==> src/lane_ctl_pkg.sv <==
// Constants and types for the link sync and lane test pattern control block
// Contract
// Select bit 0 takes pins, 1 takes software
// Soft request 0 asserts, 1 releases; resets 0
// Soft request ignored while pins selected
// Pattern field low nibble, 0000 is normal
// Codes 0001 PRBS7, 0010 PRBS15
// 0101 ILA, 0110 ramp, 0111 K28.5, 1000 D21.5
// 1001 static low, 1010 static high
// Software avoids codes 0100 and 1011-1111
// Software disables link before changing settings
// 16-bit ramp step at 0x62/0x63, resets 0x0001
// Software never writes a zero ramp step
// Status bit 6 set only with data flowing
// Disabled link sends repeating 01010101 stream
// Receiver holds request four frames minimum
// Code 0011 selects PRBS23
package lane_ctl_pkg;
  localparam int ADDR_W = 16;
  localparam logic [15:0] ADDR_CTRL_TWO = 16'h0061;
  localparam logic [15:0] ADDR_RSTEP_LOW = 16'h0062;
  localparam logic [15:0] ADDR_RSTEP_HIGH = 16'h0063;
  localparam logic [15:0] ADDR_STATUS = 16'h006c;
  localparam logic [7:0] CTRL_TWO_RESET = 8'h00;
  localparam logic [15:0] RSTEP_RESET = 16'h0001;
  localparam int SYNC_SEL_BIT = 7;
  localparam int SOFT_SYNC_BIT = 6;
  localparam int LINK_UP_BIT = 6;
  localparam int TP_LSB = 0;
  localparam int TP_W = 4;
  localparam logic [3:0] TP_NORMAL = 4'h0;
  localparam logic [3:0] TP_PRBS7 = 4'h1;
  localparam logic [3:0] TP_PRBS15 = 4'h2;
  localparam logic [3:0] TP_PRBS23 = 4'h3;
  localparam logic [3:0] TP_ILA = 4'h5;
  localparam logic [3:0] TP_RAMP = 4'h6;
  localparam logic [3:0] TP_K28_5 = 4'h7;
  localparam logic [3:0] TP_D21_5 = 4'h8;
  localparam logic [3:0] TP_LOW = 4'h9;
  localparam logic [3:0] TP_HIGH = 4'ha;
  localparam logic [7:0] CHAR_K28_5 = 8'hbc;
  localparam logic [7:0] CHAR_K28_0 = 8'h1c;
  localparam logic [7:0] CHAR_K28_3 = 8'h7c;
  localparam logic [7:0] CHAR_D21_5 = 8'hb5;
  localparam logic [7:0] ALT_PATTERN = 8'h55;
  localparam logic [7:0] ALL_LOW = 8'h00;
  localparam logic [7:0] ALL_HIGH = 8'hff;
  localparam int OCTET_CNT_W = 6;
  localparam int SYNC_MIN_FRAMES = 4;
  localparam logic [3:0] SYNC_MIN_CNT = 4'h4;
  localparam logic [1:0] ILA_LAST_MF = 2'h3;
  localparam logic [22:0] PRBS_SEED = 23'h7fffff;

  typedef enum logic [1:0] {
    LINK_OFF = 2'b00,
    LINK_CGS = 2'b01,
    LINK_ILA = 2'b10,
    LINK_DATA = 2'b11
  } link_state_t;

  typedef struct packed {
    logic [7:0] octet;
    logic is_k;
    logic raw;
  } lane_word_t;

  typedef struct packed {
    logic [7:0] ctrl_two;
    logic [15:0] rstep;
    logic pin_s1;
    logic pin_s2;
    logic sync_req;
    link_state_t lstate;
    logic [3:0] req_cnt;
    logic [OCTET_CNT_W-1:0] octet_cnt;
    logic [1:0] ila_mf;
    logic [22:0] prbs;
    logic [15:0] ramp;
    logic [7:0] sample_low;
    lane_word_t lane;
    logic [7:0] rdata;
    logic rvalid;
    logic link_up;
  } ctl_state_t;

  localparam ctl_state_t STATE_RESET = '{
    ctrl_two: CTRL_TWO_RESET,
    rstep: RSTEP_RESET,
    pin_s1: 1'b1,
    pin_s2: 1'b1,
    sync_req: 1'b0,
    lstate: LINK_OFF,
    req_cnt: 4'h0,
    octet_cnt: '0,
    ila_mf: 2'h0,
    prbs: PRBS_SEED,
    ramp: 16'h0000,
    sample_low: 8'h00,
    lane: '{octet: 8'h00, is_k: 1'b0, raw: 1'b1},
    rdata: 8'h00,
    rvalid: 1'b0,
    link_up: 1'b0
  };
endpackage

==> src/serial_link_sync_and_test_control.sv <==
// Link sync source selection, lane test pattern generation and link status
`timescale 1ns/1ns
module serial_link_sync_and_test_control (
  input wire logic core_clk_in,
  input wire logic reset_in,
  input wire logic link_enable_in,
  input wire logic sync_pin_n_in,
  input wire logic [13:0] sample_in,
  input wire logic reg_wr_in,
  input wire logic reg_rd_in,
  input wire logic [lane_ctl_pkg::ADDR_W-1:0] reg_addr_in,
  input wire logic [7:0] reg_wdata_in,
  output logic [7:0] reg_rdata_out,
  output logic reg_rvalid_out,
  output logic [7:0] lane_octet_out,
  output logic lane_is_k_out,
  output logic lane_raw_out,
  output logic sync_request_out,
  output logic link_established_out
);

  lane_ctl_pkg::ctl_state_t st_r;
  lane_ctl_pkg::ctl_state_t st_nxt;

  // Advance the selected PRBS generator by eight bits
  function automatic logic [22:0] prbs_adv(input logic [22:0] s, input logic [3:0] mode);
    logic [22:0] v;
    logic fb;
    v = s;
    fb = 1'b0;
    for (int i = 0; i < 8; i++) begin
      unique case (mode)
        lane_ctl_pkg::TP_PRBS7: fb = v[6] ^ v[5];
        lane_ctl_pkg::TP_PRBS15: fb = v[14] ^ v[13];
        default: fb = v[22] ^ v[17];
      endcase
      v = {v[21:0], fb};
    end
    return v;
  endfunction

  function automatic lane_ctl_pkg::lane_word_t chr(input logic [7:0] o, input logic k, input logic r);
    lane_ctl_pkg::lane_word_t w;
    w.octet = o;
    w.is_k = k;
    w.raw = r;
    return w;
  endfunction

  always_comb begin
    logic sel_soft;
    logic req_n;
    logic req;
    logic frame_end;
    logic mf_end;
    logic mf_start;
    logic [3:0] mode;
    logic [22:0] prbs_n;
    lane_ctl_pkg::lane_word_t data_w;
    lane_ctl_pkg::lane_word_t ila_w;
    st_nxt = st_r;
    req_n = 1'b1;
    req = 1'b0;
    ila_w = '0;
    data_w = '0;
    sel_soft = st_r.ctrl_two[lane_ctl_pkg::SYNC_SEL_BIT];
    mode = st_r.ctrl_two[lane_ctl_pkg::TP_LSB +: lane_ctl_pkg::TP_W];
    frame_end = st_r.octet_cnt[0];
    mf_end = &st_r.octet_cnt;
    mf_start = ~|st_r.octet_cnt;
    prbs_n = prbs_adv(st_r.prbs, mode);

    // Pin request crosses into the core clock
    st_nxt.pin_s1 = sync_pin_n_in;
    st_nxt.pin_s2 = st_r.pin_s1;

    // Software bit only counts when selected
    if (sel_soft) begin
      req_n = st_r.ctrl_two[lane_ctl_pkg::SOFT_SYNC_BIT];
    end else begin
      req_n = st_r.pin_s2;
    end
    req = ~req_n;
    st_nxt.sync_req = req;

    st_nxt.octet_cnt = st_r.octet_cnt + 1'b1;

    // Request must persist several frames before it restarts the link
    if (!req) begin
      st_nxt.req_cnt = 4'h0;
    end else if (frame_end && st_r.req_cnt != lane_ctl_pkg::SYNC_MIN_CNT) begin
      st_nxt.req_cnt = st_r.req_cnt + 4'h1;
    end

    if (!link_enable_in) begin
      st_nxt.lstate = lane_ctl_pkg::LINK_OFF;
    end else begin
      unique case (st_r.lstate)
        lane_ctl_pkg::LINK_OFF: begin
          st_nxt.lstate = lane_ctl_pkg::LINK_CGS;
        end
        lane_ctl_pkg::LINK_CGS: begin
          if ((!req || mode == lane_ctl_pkg::TP_ILA) && mf_end) begin
            st_nxt.lstate = lane_ctl_pkg::LINK_ILA;
            st_nxt.ila_mf = 2'h0;
          end
        end
        lane_ctl_pkg::LINK_ILA: begin
          if (mf_end) begin
            if (st_r.ila_mf != lane_ctl_pkg::ILA_LAST_MF) begin
              st_nxt.ila_mf = st_r.ila_mf + 2'h1;
            end else if (mode == lane_ctl_pkg::TP_ILA) begin
              st_nxt.ila_mf = 2'h0;
            end else begin
              st_nxt.lstate = lane_ctl_pkg::LINK_DATA;
            end
          end
        end
        lane_ctl_pkg::LINK_DATA: begin
          if (mode == lane_ctl_pkg::TP_ILA && mf_end) begin
            st_nxt.lstate = lane_ctl_pkg::LINK_ILA;
            st_nxt.ila_mf = 2'h0;
          end
        end
      endcase
      if (st_r.req_cnt == lane_ctl_pkg::SYNC_MIN_CNT && st_r.lstate != lane_ctl_pkg::LINK_CGS &&
          mode != lane_ctl_pkg::TP_ILA) begin
        st_nxt.lstate = lane_ctl_pkg::LINK_CGS;
      end
    end

    // Initial lane alignment: start and end markers around a counting fill
    if (mf_start) begin
      ila_w = chr(lane_ctl_pkg::CHAR_K28_0, 1'b1, 1'b0);
    end else if (mf_end) begin
      ila_w = chr(lane_ctl_pkg::CHAR_K28_3, 1'b1, 1'b0);
    end else begin
      ila_w = chr({2'b00, st_r.octet_cnt}, 1'b0, 1'b0);
    end

    // Converter samples go out high octet first, one per two-octet frame
    if (!frame_end) begin
      data_w = chr(sample_in[13:6], 1'b0, 1'b0);
      st_nxt.sample_low = {sample_in[5:0], 2'b00};
    end else begin
      data_w = chr(st_r.sample_low, 1'b0, 1'b0);
    end

    if (mode == lane_ctl_pkg::TP_PRBS7 || mode == lane_ctl_pkg::TP_PRBS15 ||
        mode == lane_ctl_pkg::TP_PRBS23) begin
      st_nxt.prbs = prbs_n;
    end else begin
      st_nxt.prbs = lane_ctl_pkg::PRBS_SEED;
    end

    if (mode == lane_ctl_pkg::TP_RAMP && link_enable_in) begin
      if (frame_end) begin
        st_nxt.ramp = st_r.ramp + st_r.rstep;
      end
    end else begin
      st_nxt.ramp = 16'h0000;
    end

    if (!link_enable_in) begin
      st_nxt.lane = chr(lane_ctl_pkg::ALT_PATTERN, 1'b0, 1'b1);
    end else begin
      unique case (mode)
        lane_ctl_pkg::TP_NORMAL: begin
          unique case (st_r.lstate)
            lane_ctl_pkg::LINK_ILA: st_nxt.lane = ila_w;
            lane_ctl_pkg::LINK_DATA: st_nxt.lane = data_w;
            default: st_nxt.lane = chr(lane_ctl_pkg::CHAR_K28_5, 1'b1, 1'b0);
          endcase
        end
        lane_ctl_pkg::TP_PRBS7, lane_ctl_pkg::TP_PRBS15: begin
          st_nxt.lane = chr(prbs_n[7:0], 1'b0, 1'b1);
        end
        lane_ctl_pkg::TP_PRBS23: begin
          st_nxt.lane = chr(prbs_n[7:0], 1'b0, 1'b1);
        end
        lane_ctl_pkg::TP_ILA: begin
          if (st_r.lstate == lane_ctl_pkg::LINK_ILA) begin
            st_nxt.lane = ila_w;
          end else begin
            st_nxt.lane = chr(lane_ctl_pkg::CHAR_K28_5, 1'b1, 1'b0);
          end
        end
        lane_ctl_pkg::TP_RAMP: begin
          st_nxt.lane = chr(frame_end ? st_r.ramp[7:0] : st_r.ramp[15:8], 1'b0, 1'b0);
        end
        lane_ctl_pkg::TP_K28_5: begin
          st_nxt.lane = chr(lane_ctl_pkg::CHAR_K28_5, 1'b1, 1'b0);
        end
        lane_ctl_pkg::TP_D21_5: begin
          st_nxt.lane = chr(lane_ctl_pkg::CHAR_D21_5, 1'b0, 1'b0);
        end
        lane_ctl_pkg::TP_HIGH: begin
          st_nxt.lane = chr(lane_ctl_pkg::ALL_HIGH, 1'b0, 1'b1);
        end
        default: begin
          // Static low, also taken for unused codes
          st_nxt.lane = chr(lane_ctl_pkg::ALL_LOW, 1'b0, 1'b1);
        end
      endcase
    end

    st_nxt.link_up = link_enable_in && mode == lane_ctl_pkg::TP_NORMAL &&
                     st_r.lstate == lane_ctl_pkg::LINK_DATA &&
                     st_nxt.lstate == lane_ctl_pkg::LINK_DATA;

    if (reg_wr_in) begin
      unique case (reg_addr_in)
        lane_ctl_pkg::ADDR_CTRL_TWO: st_nxt.ctrl_two = reg_wdata_in;
        lane_ctl_pkg::ADDR_RSTEP_LOW: st_nxt.rstep[7:0] = reg_wdata_in;
        lane_ctl_pkg::ADDR_RSTEP_HIGH: st_nxt.rstep[15:8] = reg_wdata_in;
        default: st_nxt.ctrl_two = st_r.ctrl_two;
      endcase
    end

    st_nxt.rvalid = reg_rd_in;
    st_nxt.rdata = 8'h00;
    if (reg_rd_in) begin
      unique case (reg_addr_in)
        lane_ctl_pkg::ADDR_CTRL_TWO: st_nxt.rdata = st_r.ctrl_two;
        lane_ctl_pkg::ADDR_RSTEP_LOW: st_nxt.rdata = st_r.rstep[7:0];
        lane_ctl_pkg::ADDR_RSTEP_HIGH: st_nxt.rdata = st_r.rstep[15:8];
        lane_ctl_pkg::ADDR_STATUS: st_nxt.rdata[lane_ctl_pkg::LINK_UP_BIT] = st_r.link_up;
        default: st_nxt.rdata = 8'h00;
      endcase
    end
  end

  always_ff @(posedge core_clk_in or posedge reset_in) begin
    if (reset_in) begin
      st_r <= lane_ctl_pkg::STATE_RESET;
    end else begin
      st_r <= st_nxt;
    end
  end

  assign reg_rdata_out = st_r.rdata;
  assign reg_rvalid_out = st_r.rvalid;
  assign lane_octet_out = st_r.lane.octet;
  assign lane_is_k_out = st_r.lane.is_k;
  assign lane_raw_out = st_r.lane.raw;
  assign sync_request_out = st_r.sync_req;
  assign link_established_out = st_r.link_up;

endmodule

==> config.mk <==
export PLATFORM = sky130hd
export DESIGN_NAME = serial_link_sync_and_test_control
export DESIGN_NICKNAME = d
export VERILOG_FILES = /design/src/lane_ctl_pkg.sv /design/src/serial_link_sync_and_test_control.sv
export SDC_FILE = /design/constraint.sdc
export NUM_CORES = 1
export LEC_CHECK = 0
export ABC_AREA = 1
export BUFFER_PORTS_ARGS = -buffer_cell sky130_fd_sc_hd__buf_2
export CAP_MARGIN = 20
export CORE_MARGIN = 2
export CORE_UTILIZATION = 40
export CTS_BUF_LIST = sky130_fd_sc_hd__clkbuf_4 sky130_fd_sc_hd__clkbuf_8 sky130_fd_sc_hd__clkbuf_16
export DETAILED_ROUTE_END_ITERATION = 12
export GPL_ROUTABILITY_DRIVEN = 1
export PLACE_DENSITY = 0.58
export SLEW_MARGIN = 5
export SYNTH_ARGS = -nofsm -noshare
export SYNTH_HDL_FRONTEND = slang
export SYNTH_SLANG_ARGS = --single-unit
==> constraint.sdc <==
create_clock -name core_clk_in -period 4.9 [get_ports core_clk_in]
set_clock_uncertainty 0.1 [all_clocks]
set_input_delay 0.98 -clock core_clk_in [delete_from_list [all_inputs] [get_ports core_clk_in]]
set_output_delay 0.98 -clock core_clk_in [all_outputs]
set_load 0.02 [all_outputs]
==> impl_metrics.toml <==
[job]
drv_cap = 0

[cts]
cts_max_path_buffers = 2
cts_root_buf = "clkbuf_16"
htreeDepth = 3
ctsResizeCount = 0
clk_latency_ns = 0.36
numCtsBuffers = 9
clkSinkCount = 106
postCtsSetupBuffers = 0
cts_tree = "built"
holdBufCountCts = 0
path_clk_slew_ns = 0.07

[worst_setup_path]
cp_slowest_cell = "dfrtp_1"
timing.rr.start = "st_r[69]$_DFF_PP0_"
crit_family = "flip-flops"
crit_path_max_fanout = 20
crit_path_max_incr_delay_ns = 0.82
cp_cell_sequence = "ha_1 -> nand3_1 -> nor3_2 -> o21ai_1 -> o21ai_0 -> nand3_1 -> nor2_1"
crit_end = "link_established_out$_DFF_PP0_"
r2r_cells = 7
worstReg2RegEnd = "link_established_out$_DFF_PP0_"
crit_top_cell = "nand3_1"
cp-end-kind = "flip-flop"
critical_path_required_ns = 5.06
path_depth = 7
crit_path_start_kind = "flip-flop"
arrival_ns = 2.64
critPathBufInv = 0
critical_path_class = "flip-flop to flip-flop"
rrSetupSlack_ns = 2.42
crit_start = "st_r[69]$_DFF_PP0_"

[layout]
fillers = 1475
mostFrequentLayoutCell = "nand2_1"
layout_common_cells = "nand2_1 (198), dfrtp_1 (79), inv_1 (75), buf_2 (64), nand3_1 (50)"
insertedDiodeCount = 0
design_area_mm2 = 0.00672
final_nets = 858
drive_above_1_share_pct = 20.2
area_growth_pct = 11.7

[yosys]
ys_ff_latch = 106
ys_top_cells_by_area = "dfrtp_1 (33%), nand2_1 (12%), dfstp_2 (12%)"
synth_cell_types = 47
yosysSeqAreaShare_pct = 44.6
syn-num-nets = 804
synth_flop_cell = "dfrtp_1"
async_flop_share_pct = 100
avgSynthCellArea_um2 = 8.14
yosysWarnings = 0
yosys.area.top_type = "dfrtp_1"
synthesis.area_mm2 = 0.00602
synth_edf_count = 0
netlist_instances = 739
synth_top_area_share_pct = 32.8

[floorplan]
die_w_um = 127
start_util_pct = 41.1
die_height_um = 127
core_mm2 = 0.0146
dieArea_mm2 = 0.0160
ios = 65
core.rowCount = 44

[global_routing]
antenna_found_initial = 0
grt.total_usage_pct = 20.2
grt_pass1_vias = 5047
grt_first_pass_wirelength_um = 25600
overflow = 0
grt_max_degree = 83

[run_status]
status = "finished, final reports clean"

[sta]
fin_setup_tns_ns = 0
final.period_utilization_pct = 50.5
slew_viol_final = 0
worstMarginPinSlew_ns = 0.733
relSlewSlack_pct = 51.1
rsz0062_at_grt = "no"
finalCriticalPeriod_ns = 2.48
hold_violations = 0
timing.fmax_mhz = 404
setup_violations = 0

[routing]
viasPerCell = 5.14
vias = 5050
drc = 0
routed_wirelength_um = 15100
drt-pass1-iter-count = 5
drtAntennaViolNets = 0
drt_iter0_drc = 397
wl_per_cell_um = 15.4

[placement]
place_congestion = 0.906
placed_area_mm2 = 0.00641
hpwl_um = 11600
portBuffers = 64

[power_and_ir_drop]
p_leak_nw = 3.32
p_per_area_mw_per_mm2 = 247
power_mw = 1.66
peakVddDrop_mv = 0.177

[min_path]
hold_path.class = "flip-flop to flip-flop"
[synth_stat cells, types with 2 or more instances]
cell type and count:
a31o_2 2, dfrtp_1 79, nand2_4 3, xor2_1 10
o21ai_0 30, a21o_1 2, buf_2 5, or2_2 12
or2_1 3, o22ai_1 6, o221ai_1 4, nand3_1 50
ha_1 20, inv_1 76, buf_6 3, nor3_1 10
o21ai_1 26, nand4_1 4, nor2_4 5, o21bai_1 2
nor4_4 2, o21a_1 2, xnor2_1 16, dfstp_2 27
inv_2 5, buf_4 16, nor2_2 3, nand2_1 198
a31oi_1 2, nand2_2 3, o21ai_2 8, a21oi_1 42
nor2_1 47, nand3b_1 3
[cell type report]
cell class                 instances  area [µm²]  share of cell area, %
timing repair buffer              68         370                   5.51
tap                              184         230                   3.42
multi-input combinational        525        2840                   42.2
clock inverter                     5        37.5                  0.558
sequential                       106        2690                   40.0
clock buffer                      11         246                   3.67
inverter                          83         317                   4.71
[worst min path at each step]
stage / startpoint / endpoint / cells after the start
final: st_nxt[82]$_DFF_PP1_ / st_r[82]$_DFF_PP1_ / 0
after detailed placement: st_nxt[82]$_DFF_PP1_ / st_r[82]$_DFF_PP1_ / 0
after global routing: st_nxt[82]$_DFF_PP1_ / st_r[82]$_DFF_PP1_ / 0
after CTS: st_nxt[82]$_DFF_PP1_ / st_r[82]$_DFF_PP1_ / 0
after global placement: st_nxt[82]$_DFF_PP1_ / st_r[82]$_DFF_PP1_ / 0
after floorplan: st_nxt[82]$_DFF_PP1_ / st_r[82]$_DFF_PP1_ / 0
[state kept, by name (all words and copies together) (netlist names)]
signal,cells
lane_raw_out,1
st_r,84
sync_request_out,1
st_nxt,1
lane_octet_out,8
link_established_out,1
reg_rdata_out,8
lane_is_k_out,1
reg_rvalid_out,1
[metrics by stage]
step / hold slack [ns] / worst slack [ns] / utilization [%] / cells
final: 0.263 / 2.42 / 45.9 / 982
after global routing: 0.273 / 2.27 / 45.9 / 982
after CTS: 0.265 / 2.46 / 45.7 / 981
after detailed placement: 0.255 / 2.39 / 43.8 / 965
after global placement: 0.254 / 2.45 / 43.8 / 965
after floorplan: 0.245 / 1.08 / - / 739
[where the power goes]
group          switching [mW]  internal, mW  leakage (nW)  total [mW]
sequential            0.00262         0.885          1.33       0.888
combinational          0.0494        0.0247          1.85      0.0741
clock                   0.330         0.368         0.144       0.698
[routing by layer]
metal | global-route usage [%] | wire [µm] | vias to the layer above
li1 | - | - | 2502
met1 | 27.4 | 6980 | 2414
met2 | 32.9 | 7120 | 116
met3 | 3.88 | 775 | 18
met4 | 6.21 | 261 | 0
met5 | 0 | 0 | -
[kinds of logic (layout without fill, tap and decap cells)]
kind of cell / after synthesis / count (layout) / synth area share [%]
DFF: 106 / 106 / 44.6
AOI/OAI and AO/OA: 128 / 128 / 12.0
and+or+nand+nor: 350 / 350 / 26.8
adders and majority gates: 21 / 21 / 4.49
buffers and inverters: 108 / 167 / 8.25
xor gates and xnor gates: 26 / 26 / 3.78
Note: power is estimated with default switching activity, not from simulation.
